### src/trig_addr_pkg.sv
// constants for the flag, trigger and terminal address input block
package trig_addr_pkg;
  localparam int ADDR_W     = 5;
  localparam int SW_ADDR_W  = 6;
  localparam int SW_PAR_BIT = 5;
  localparam int CFG1_W     = 16;
  localparam int CFG1_SSF   = 8;
  localparam int CFG1_EXTST = 7;
  localparam int CFG6_W     = 16;
  localparam int CFG6_SRC   = 5;
  localparam logic [1:0] MODE_BC = 2'h0;
  localparam logic [1:0] MODE_RT = 2'h1;
  localparam logic [1:0] MODE_MT = 2'h2;
  localparam logic [1:0] MODE_RM = 2'h3;
  // rest levels of the flag/trigger and latch pins, loaded into their synchronisers at reset
  localparam logic FLAG_IDLE  = 1'h1;
  localparam logic LATCH_IDLE = 1'h0;
endpackage

### src/edge_sync.sv
// two-stage synchroniser with rising edge pulse
`timescale 1ns/1ps
module edge_sync #(
  // level the pin rests at, so leaving reset never fakes an edge
  parameter logic IDLE = 1'h0
) (
  // clock and reset
  input  wire logic MCLK,
  input  wire logic RST_N,
  // async level in, synced level and edge out
  input  wire logic async_in,
  output logic      sync_out,
  output logic      rise_out
);
  logic s1_r, s2_r, s3_r;
  logic s1_nxt, s2_nxt, s3_nxt;

  always_comb begin
    s1_nxt = async_in;
    s2_nxt = s1_r;
    s3_nxt = s2_r;
  end

  always_ff @(posedge MCLK) begin
    if (!RST_N) begin
      s1_r <= IDLE;
      s2_r <= IDLE;
      s3_r <= IDLE;
    end else begin
      s1_r <= s1_nxt;
      s2_r <= s2_nxt;
      s3_r <= s3_nxt;
    end
  end

  assign sync_out = s2_r;
  assign rise_out = s2_r & ~s3_r;
endmodule

### src/trig_addr_in.sv
// dual-purpose flag/trigger pin and terminal address source logic
`timescale 1ns/1ps
module trig_addr_in (
  // clock and reset
  input  wire logic                                MCLK,
  input  wire logic                                RST_N,
  // operating mode and configuration
  input  wire logic [1:0]                          OP_MODE,
  input  wire logic                                ENHANCED_BC,
  input  wire logic [trig_addr_pkg::CFG1_W-1:0]    CFG1_REG,
  input  wire logic [trig_addr_pkg::CFG6_W-1:0]    CFG6_REG,
  // software address load
  input  wire logic [trig_addr_pkg::SW_ADDR_W-1:0] SW_ADDR_DATA,
  input  wire logic                                SW_ADDR_LOAD,
  // controller sequencer handshake
  input  wire logic                                WAIT_TRIGGER_INSTRUCTION,
  // pins
  input  wire logic                                SUBSYSTEM_FLAG_IN_N,
  input  wire logic [trig_addr_pkg::ADDR_W-1:0]    TERMINAL_ADDRESS_PINS,
  input  wire logic                                TERMINAL_ADDRESS_PARITY_PIN,
  input  wire logic                                ADDRESS_LATCH_CONTROL,
  // outputs
  output logic                                     STATUS_SSF,
  output logic                                     SW_SSF_READ,
  output logic                                     BC_START,
  output logic                                     WAIT_ADVANCE,
  output logic [trig_addr_pkg::ADDR_W-1:0]         RT_ADDRESS,
  output logic                                     RT_PARITY,
  output logic                                     RT_ADDR_VALID
);
  logic flag_s, trig_rise;
  logic lat_s, lat_q_r, lat_q_nxt;
  logic [trig_addr_pkg::ADDR_W-1:0] ad_s1_r, ad_s2_r;
  logic par_s1_r, par_s2_r;
  logic [trig_addr_pkg::ADDR_W-1:0] held_ad_r, held_ad_nxt;
  logic held_par_r, held_par_nxt, held_r, held_nxt;
  logic [trig_addr_pkg::ADDR_W-1:0] sw_ad_r, sw_ad_nxt;
  logic sw_par_r, sw_par_nxt;
  logic ssf_nxt, swssf_nxt, start_nxt, adv_nxt, par_nxt, valid_nxt;
  logic [trig_addr_pkg::ADDR_W-1:0] ad_nxt;
  logic is_rt, is_mt, src_sw;

  // flag/trigger pin shares one synchroniser
  edge_sync #(
    .IDLE (trig_addr_pkg::FLAG_IDLE)
  ) u_trig (
    .MCLK     (MCLK),
    .RST_N    (RST_N),
    .async_in (SUBSYSTEM_FLAG_IN_N),
    .sync_out (flag_s),
    .rise_out (trig_rise)
  );

  // latch edge is found from lat_s and its delayed copy, so the pulse output stays open
  edge_sync #(
    .IDLE (trig_addr_pkg::LATCH_IDLE)
  ) u_lat (
    .MCLK     (MCLK),
    .RST_N    (RST_N),
    .async_in (ADDRESS_LATCH_CONTROL),
    .sync_out (lat_s),
    .rise_out ()
  );

  // address pins are quasi-static straps; plain two-flop sync per bit
  always_ff @(posedge MCLK) begin
    if (!RST_N) begin
      ad_s1_r  <= '0;
      ad_s2_r  <= '0;
      par_s1_r <= 1'h0;
      par_s2_r <= 1'h0;
    end else begin
      ad_s1_r  <= TERMINAL_ADDRESS_PINS;
      ad_s2_r  <= ad_s1_r;
      par_s1_r <= TERMINAL_ADDRESS_PARITY_PIN;
      par_s2_r <= par_s1_r;
    end
  end

  always_comb begin
    is_rt  = (OP_MODE == trig_addr_pkg::MODE_RT) || (OP_MODE == trig_addr_pkg::MODE_RM);
    is_mt  = (OP_MODE == trig_addr_pkg::MODE_MT);
    src_sw = CFG6_REG[trig_addr_pkg::CFG6_SRC];
    // status bit from pin or software bit; software bit itself untouched
    ssf_nxt   = is_rt && (!flag_s || !CFG1_REG[trig_addr_pkg::CFG1_SSF]);
    swssf_nxt = CFG1_REG[trig_addr_pkg::CFG1_SSF];
    // monitor mode fails every mode test below, so the pin is dead there
    start_nxt = (OP_MODE == trig_addr_pkg::MODE_BC) && !ENHANCED_BC && !is_mt
                && CFG1_REG[trig_addr_pkg::CFG1_EXTST] && trig_rise;
    adv_nxt   = (OP_MODE == trig_addr_pkg::MODE_BC) && ENHANCED_BC
                && WAIT_TRIGGER_INSTRUCTION && trig_rise;
    lat_q_nxt    = lat_s;
    held_ad_nxt  = held_ad_r;
    held_par_nxt = held_par_r;
    held_nxt     = held_r;
    // a low latch drops any held value: the pins pass straight through again
    if (!lat_s) begin
      held_nxt = 1'h0;
    end else if (!lat_q_r) begin
      held_ad_nxt  = ad_s2_r;
      held_par_nxt = par_s2_r;
      held_nxt     = 1'h1;
    end
    // software copy kept while pins are the source, so switching over needs no reload
    sw_ad_nxt  = sw_ad_r;
    sw_par_nxt = sw_par_r;
    if (SW_ADDR_LOAD) begin
      sw_ad_nxt  = SW_ADDR_DATA[trig_addr_pkg::ADDR_W-1:0];
      sw_par_nxt = SW_ADDR_DATA[trig_addr_pkg::SW_PAR_BIT];
    end
    // software source wins over a held latch value
    if (src_sw) begin
      ad_nxt  = sw_ad_r;
      par_nxt = sw_par_r;
    end else if (held_r) begin
      ad_nxt  = held_ad_r;
      par_nxt = held_par_r;
    end else begin
      ad_nxt  = ad_s2_r;
      par_nxt = par_s2_r;
    end
    // even ones count leaves the terminal deaf to its own non-broadcast commands
    valid_nxt = ^{ad_nxt, par_nxt};
  end

  always_ff @(posedge MCLK) begin
    if (!RST_N) begin
      lat_q_r       <= 1'h0;
      held_ad_r     <= '0;
      held_par_r    <= 1'h0;
      held_r        <= 1'h0;
      sw_ad_r       <= '0;
      sw_par_r      <= 1'h0;
      STATUS_SSF    <= 1'h0;
      SW_SSF_READ   <= 1'h0;
      BC_START      <= 1'h0;
      WAIT_ADVANCE  <= 1'h0;
      RT_ADDRESS    <= '0;
      RT_PARITY     <= 1'h0;
      RT_ADDR_VALID <= 1'h0;
    end else begin
      lat_q_r       <= lat_q_nxt;
      held_ad_r     <= held_ad_nxt;
      held_par_r    <= held_par_nxt;
      held_r        <= held_nxt;
      sw_ad_r       <= sw_ad_nxt;
      sw_par_r      <= sw_par_nxt;
      STATUS_SSF    <= ssf_nxt;
      SW_SSF_READ   <= swssf_nxt;
      BC_START      <= start_nxt;
      WAIT_ADVANCE  <= adv_nxt;
      RT_ADDRESS    <= ad_nxt;
      RT_PARITY     <= par_nxt;
      RT_ADDR_VALID <= valid_nxt;
    end
  end

  // outputs are one register behind the next-value logic, hence the |=> forms
  a_flag_status: assert property (@(posedge MCLK) disable iff (!RST_N)
    is_rt && !flag_s |=> STATUS_SSF)
    else $error("status flag not set by low pin");
  a_sw_bit_kept: assert property (@(posedge MCLK) disable iff (!RST_N)
    CFG1_REG[trig_addr_pkg::CFG1_SSF] |=> SW_SSF_READ)
    else $error("software flag bit altered");
  a_sw_bit_clear: assert property (@(posedge MCLK) disable iff (!RST_N)
    !CFG1_REG[trig_addr_pkg::CFG1_SSF] |=> !SW_SSF_READ)
    else $error("software flag bit set by pin");
  a_start_cause: assert property (@(posedge MCLK) disable iff (!RST_N)
    BC_START |-> $past(trig_rise) && !$past(ENHANCED_BC))
    else $error("start without trigger rise");
  a_start_enable: assert property (@(posedge MCLK) disable iff (!RST_N)
    BC_START |-> $past(CFG1_REG[trig_addr_pkg::CFG1_EXTST])
      && $past(OP_MODE) == trig_addr_pkg::MODE_BC)
    else $error("start without external start enable");
  a_wait_cause: assert property (@(posedge MCLK) disable iff (!RST_N)
    WAIT_ADVANCE |-> $past(WAIT_TRIGGER_INSTRUCTION) && $past(trig_rise))
    else $error("advance without trigger");
  a_monitor_quiet: assert property (@(posedge MCLK) disable iff (!RST_N)
    is_mt |=> !BC_START && !WAIT_ADVANCE && !STATUS_SSF)
    else $error("monitor mode reacted to pin");
  a_pin_source: assert property (@(posedge MCLK) disable iff (!RST_N)
    !src_sw && !held_r |=> RT_ADDRESS == $past(ad_s2_r) && RT_PARITY == $past(par_s2_r))
    else $error("pin address not used");
  a_pin_parity: assert property (@(posedge MCLK) disable iff (!RST_N)
    !src_sw && !held_r |=> RT_PARITY == $past(par_s2_r))
    else $error("pin parity not used");
  a_odd_parity: assert property (@(posedge MCLK) disable iff (!RST_N)
    RT_ADDR_VALID == ^{RT_ADDRESS, RT_PARITY})
    else $error("address valid disagrees with parity");
  a_latch_transparent: assert property (@(posedge MCLK) disable iff (!RST_N)
    !lat_s |=> !held_r)
    else $error("latch low did not return to transparent");
  a_sw_source: assert property (@(posedge MCLK) disable iff (!RST_N)
    src_sw |=> RT_ADDRESS == $past(sw_ad_r))
    else $error("software address not used");
  a_single_event: assert property (@(posedge MCLK) disable iff (!RST_N)
    trig_rise |=> !trig_rise)
    else $error("trigger event longer than one cycle");
  a_latch_hold: assert property (@(posedge MCLK) disable iff (!RST_N)
    held_r && lat_s && lat_q_r |=> held_ad_r == $past(held_ad_r))
    else $error("latched address changed");
  // the latch edge must load address and parity in the same cycle
  a_latch_capture: assert property (@(posedge MCLK) disable iff (!RST_N)
    lat_s && !lat_q_r |=> held_r && held_ad_r == $past(ad_s2_r)
      && held_par_r == $past(par_s2_r))
    else $error("latch rise did not capture pins");
  c_start: cover property (@(posedge MCLK) disable iff (!RST_N) BC_START);
  c_advance: cover property (@(posedge MCLK) disable iff (!RST_N) WAIT_ADVANCE);
  c_latched: cover property (@(posedge MCLK) disable iff (!RST_N) held_r && !src_sw);
  c_flag: cover property (@(posedge MCLK) disable iff (!RST_N) STATUS_SSF);
  c_sw_load: cover property (@(posedge MCLK) disable iff (!RST_N) SW_ADDR_LOAD && src_sw);
endmodule

### config.mk
export PLATFORM = sky130hd
export DESIGN_NAME = trig_addr_in
export DESIGN_NICKNAME = d
export VERILOG_FILES = /design/src/trig_addr_pkg.sv /design/src/edge_sync.sv /design/src/trig_addr_in.sv
export SDC_FILE = /design/constraint.sdc
export NUM_CORES = 1
export LEC_CHECK = 0
export ABC_AREA = 0
export BUFFER_PORTS_ARGS = -buffer_cell sky130_fd_sc_hd__buf_2
export CAP_MARGIN = 20
export CORE_MARGIN = 5
export CORE_UTILIZATION = 43
export CTS_CLUSTER_DIAMETER = 60
export DETAILED_ROUTE_END_ITERATION = 10
export MAX_ROUTING_LAYER = met4
export PLACE_DENSITY = 0.7
export REMOVE_ABC_BUFFERS = 1
export SKIP_CTS_REPAIR_TIMING = 1
export SYNTH_ARGS = -nofsm -noshare
export SYNTH_HDL_FRONTEND = slang
export SYNTH_SLANG_ARGS = --single-unit
### constraint.sdc
create_clock -name MCLK -period 2.55 [get_ports MCLK]
set_input_delay 0.3825 -clock MCLK [delete_from_list [all_inputs] [get_ports MCLK]]
set_output_delay 0.3825 -clock MCLK [all_outputs]
set_load 0.1 [all_outputs]
==> run summary <==
Status: finished, final reports clean
Slew Viols, Final: 0
Grt ovf: 0
Hold Startpoint: CFG1_REG[8]
Family with the most delay on the worst path: flip-flops
DR WL/cell: 10.7 microns
Residual DRC count: 0
Post-Layout Cell Count: 204
Rows: 21
Place WS: 700 ps
CP max-delay cell: dfxtp_1
Critical path required time: 2800 ps
End of the worst register-to-register path: RT_ADDR_VALID$_SDFF_PN0_
CP Class: reg2reg
Synthesized flop and latch total: 42
Initial antenna violation count: 0
Global-route wire length before repair: 3930 microns
Nets: 210
CTS root buffer: clkbuf_4
Starting density of the core: 0.449
Layout area overhead: 17.6%
Number of cells on the critical path: 5
Worst Setup SP: held_r$_SDFFE_PN0N_
Post-synthesis cell count: 124
Slew HR: 0.565
DP HPWL: 1600 microns
Share of cells above drive strength 1: 0.297
Clk sink count: 42
Sw Pwr: 0.315 mW
VDD IR-drop max: 0.000372 V
Worst Reg2Reg Path Length in Cells: 5
Lkg Pwr: 0.776 nW
Startpoint types: register
Multi-input combinational cell area: 624 sq um
Max incr delay on CP: 550 ps
Fin crit share: 0.727
Synth warn: 0
Port Buf Inserts: 34
Max-Cap Viols: 0
Finished Cell Area: 0.00178 sq mm
CP Capture Type: register
Largest net degree at the start of global routing: 42
CP Cell Sequence: mux2_4 -> mux2i_1 -> xnor2_1 -> xnor3_1 -> and2_1
Switching share of power: 0.248
Tmin final: 1850 ps
Critical path buffer and inverter count: 0
TritonCTS clock tree: built
Worst reg2reg setup slack: 700 ps
Core area: 0.00336 sq mm
Yosys cell types: 20
CTS H-Tree Depth: 2
Worst setup path end: RT_ADDR_VALID$_SDFF_PN0_
Final WS setup: 696 ps
Final setup fails: 0
Hold Crit Class: in2reg
CTS buffer count: 5
Die Wd: 69.3 microns
Final ANT Viol Nets: 0
Inserted Diodes: 0
Power per standard cell area: 715 mW/mm^2
Fmax: 0.540 GHz
I/O pin count: 64
Register area share after synthesis: 0.557
Die area: 0.00480 sq mm
Mapped Avg Cell Area: 12.2 sq um
Most common cell after layout, fill and taps aside: dfxtp_1
Logic pwr share: 0.131
Worst R2R Start: held_r$_SDFFE_PN0N_
Fillers: 330
Routed WL: 2180 microns
DP Area: 0.00170 sq mm
Deepest clock path buffer count: 2
Placed Cells: 196
Vias per cell: 4.24
Clock Latency Late Sink: 350 ps
Hold_ws: 200 ps
Register share of total power: 0.548
Endpoints failing hold: 0
Drt pass-1 iters: 2
Reg clk slew, reported paths: 120 ps
Worst-path maximum fanout: 7
Sum Neg Setup Slack: 0 ps
Storage element area: 841 sq um
Vias in the first global route: 892
Total GRT Usage: 0.105
CP arrival: 2100 ps
Mapped Area: 0.00151 sq mm
Worst Max-Slew Pin Slew: 652 ps
DRT iter0 DRCs: 20
Worst Skew: 8.13 ps
Int Power: 0.955 mW
Placer Congestion: 0.662
Vias: 865
Clock share of power: 0.321
Die Ht: 69.3 microns
Commonest non-fill, non-tap cells in the layout: dfxtp_1 (42), buf_2 (34), nor2b_1 (19)
Unrepaired setup endpoints after global routing: false
==> stage by stage <==
stage	utilization	total power [mW]
after floorplan	-	0.834
after global placement	0.504	0.875
after detailed placement	0.504	0.879
after CTS	0.528	1.29
after global routing	0.528	1.33
final	0.528	1.27
==> cell families after synthesis <==
kind of cell,synth area share
buffers and inverters,0.0298
DFF,0.557
and+or+nand+nor,0.182
xor gates and xnor gates,0.0323
muxes,0.191
AOI/OAI and AO/OA,0.00828
==> synthesized netlist by cell type <==
cell type | number | area (sq um)
xnor2_1 | 3 | 26.3
inv_1 | 1 | 3.75
dfxtp_1 | 42 | 841
and2_1 | 17 | 106
mux2_4 | 4 | 60.1
buf_4 | 1 | 7.51
mux2i_1 | 16 | 160
xnor3_1 | 1 | 22.5
a21oi_1 | 1 | 5.00
nor2b_1 | 19 | 119
nor4b_1 | 1 | 8.76
clkbuf_1 | 6 | 22.5
nand2_1 | 1 | 3.75
and4b_1 | 1 | 10.0
mux2_1 | 2 | 22.5
a21boi_1 | 1 | 7.51
and4_1 | 1 | 8.76
buf_6 | 1 | 11.3
nand2b_1 | 3 | 18.8
mux2i_4 | 2 | 45.0
==> registers in the layout, summed over array words and instances, names as in the netlist, 5 cells and up <==
register / count
sw_ad_r: 5
ad_s1_r: 5
RT_ADDRESS: 5
ad_s2_r: 5
held_ad_r: 5
==> power by group through the flow <==
stage / registers, mW / clock network, mW / logic, mW
final: 0.696 / 0.408 / 0.166
after global routing: 0.700 / 0.456 / 0.178
after CTS: 0.696 / 0.426 / 0.168
after detailed placement: 0.711 / 0 / 0.168
after global placement: 0.710 / 0 / 0.165
after floorplan: 0.773 / 0 / 0.0604
==> worst min-delay path by stage <==
stage	end	slack [ps]	cells after the start
after floorplan	u_trig.sync_out$_SDFF_PN1_	390	1
after global placement	u_trig.sync_out$_SDFF_PN1_	390	1
after detailed placement	u_trig.sync_out$_SDFF_PN1_	390	1
after CTS	STATUS_SSF$_SDFF_PN0_	180	2
after global routing	u_trig.s1_r$_SDFF_PN1_	200	2
final	STATUS_SSF$_SDFF_PN0_	200	2
==> per-layer routing <==
metal / vias to the layer above / wire length (microns) / part of all wire / track usage
met2: 28 / 1010 / 0.46 / 0.168
met3: 6 / 186 / 0.085 / 0.0449
met5: - / 0 / 0 / -
met4: 0 / 41 / 0.019 / 0.0716
met1: 367 / 945 / 0.43 / 0.103
li1: 464 / - / - / -
==> cell type report <==
| class | count | share of cell area |
|---|---|---|
| tap | 46 | 0.0324 |
| sequential | 42 | 0.474 |
| inverter | 1 | 0.00211 |
| clock inverter | 2 | 0.0211 |
| multi-input combinational | 73 | 0.352 |
| clock buffer | 6 | 0.0233 |
| timing repair buffer | 34 | 0.0958 |
==> worst reg2reg max path, cell delays in order, from the launching register on <==
cell and delay, ps:
dfxtp_1 550, mux2_4 330, mux2i_1 210, xnor2_1 180, xnor3_1 330, and2_1 160
Note: power is estimated with default switching activity, not from simulation.
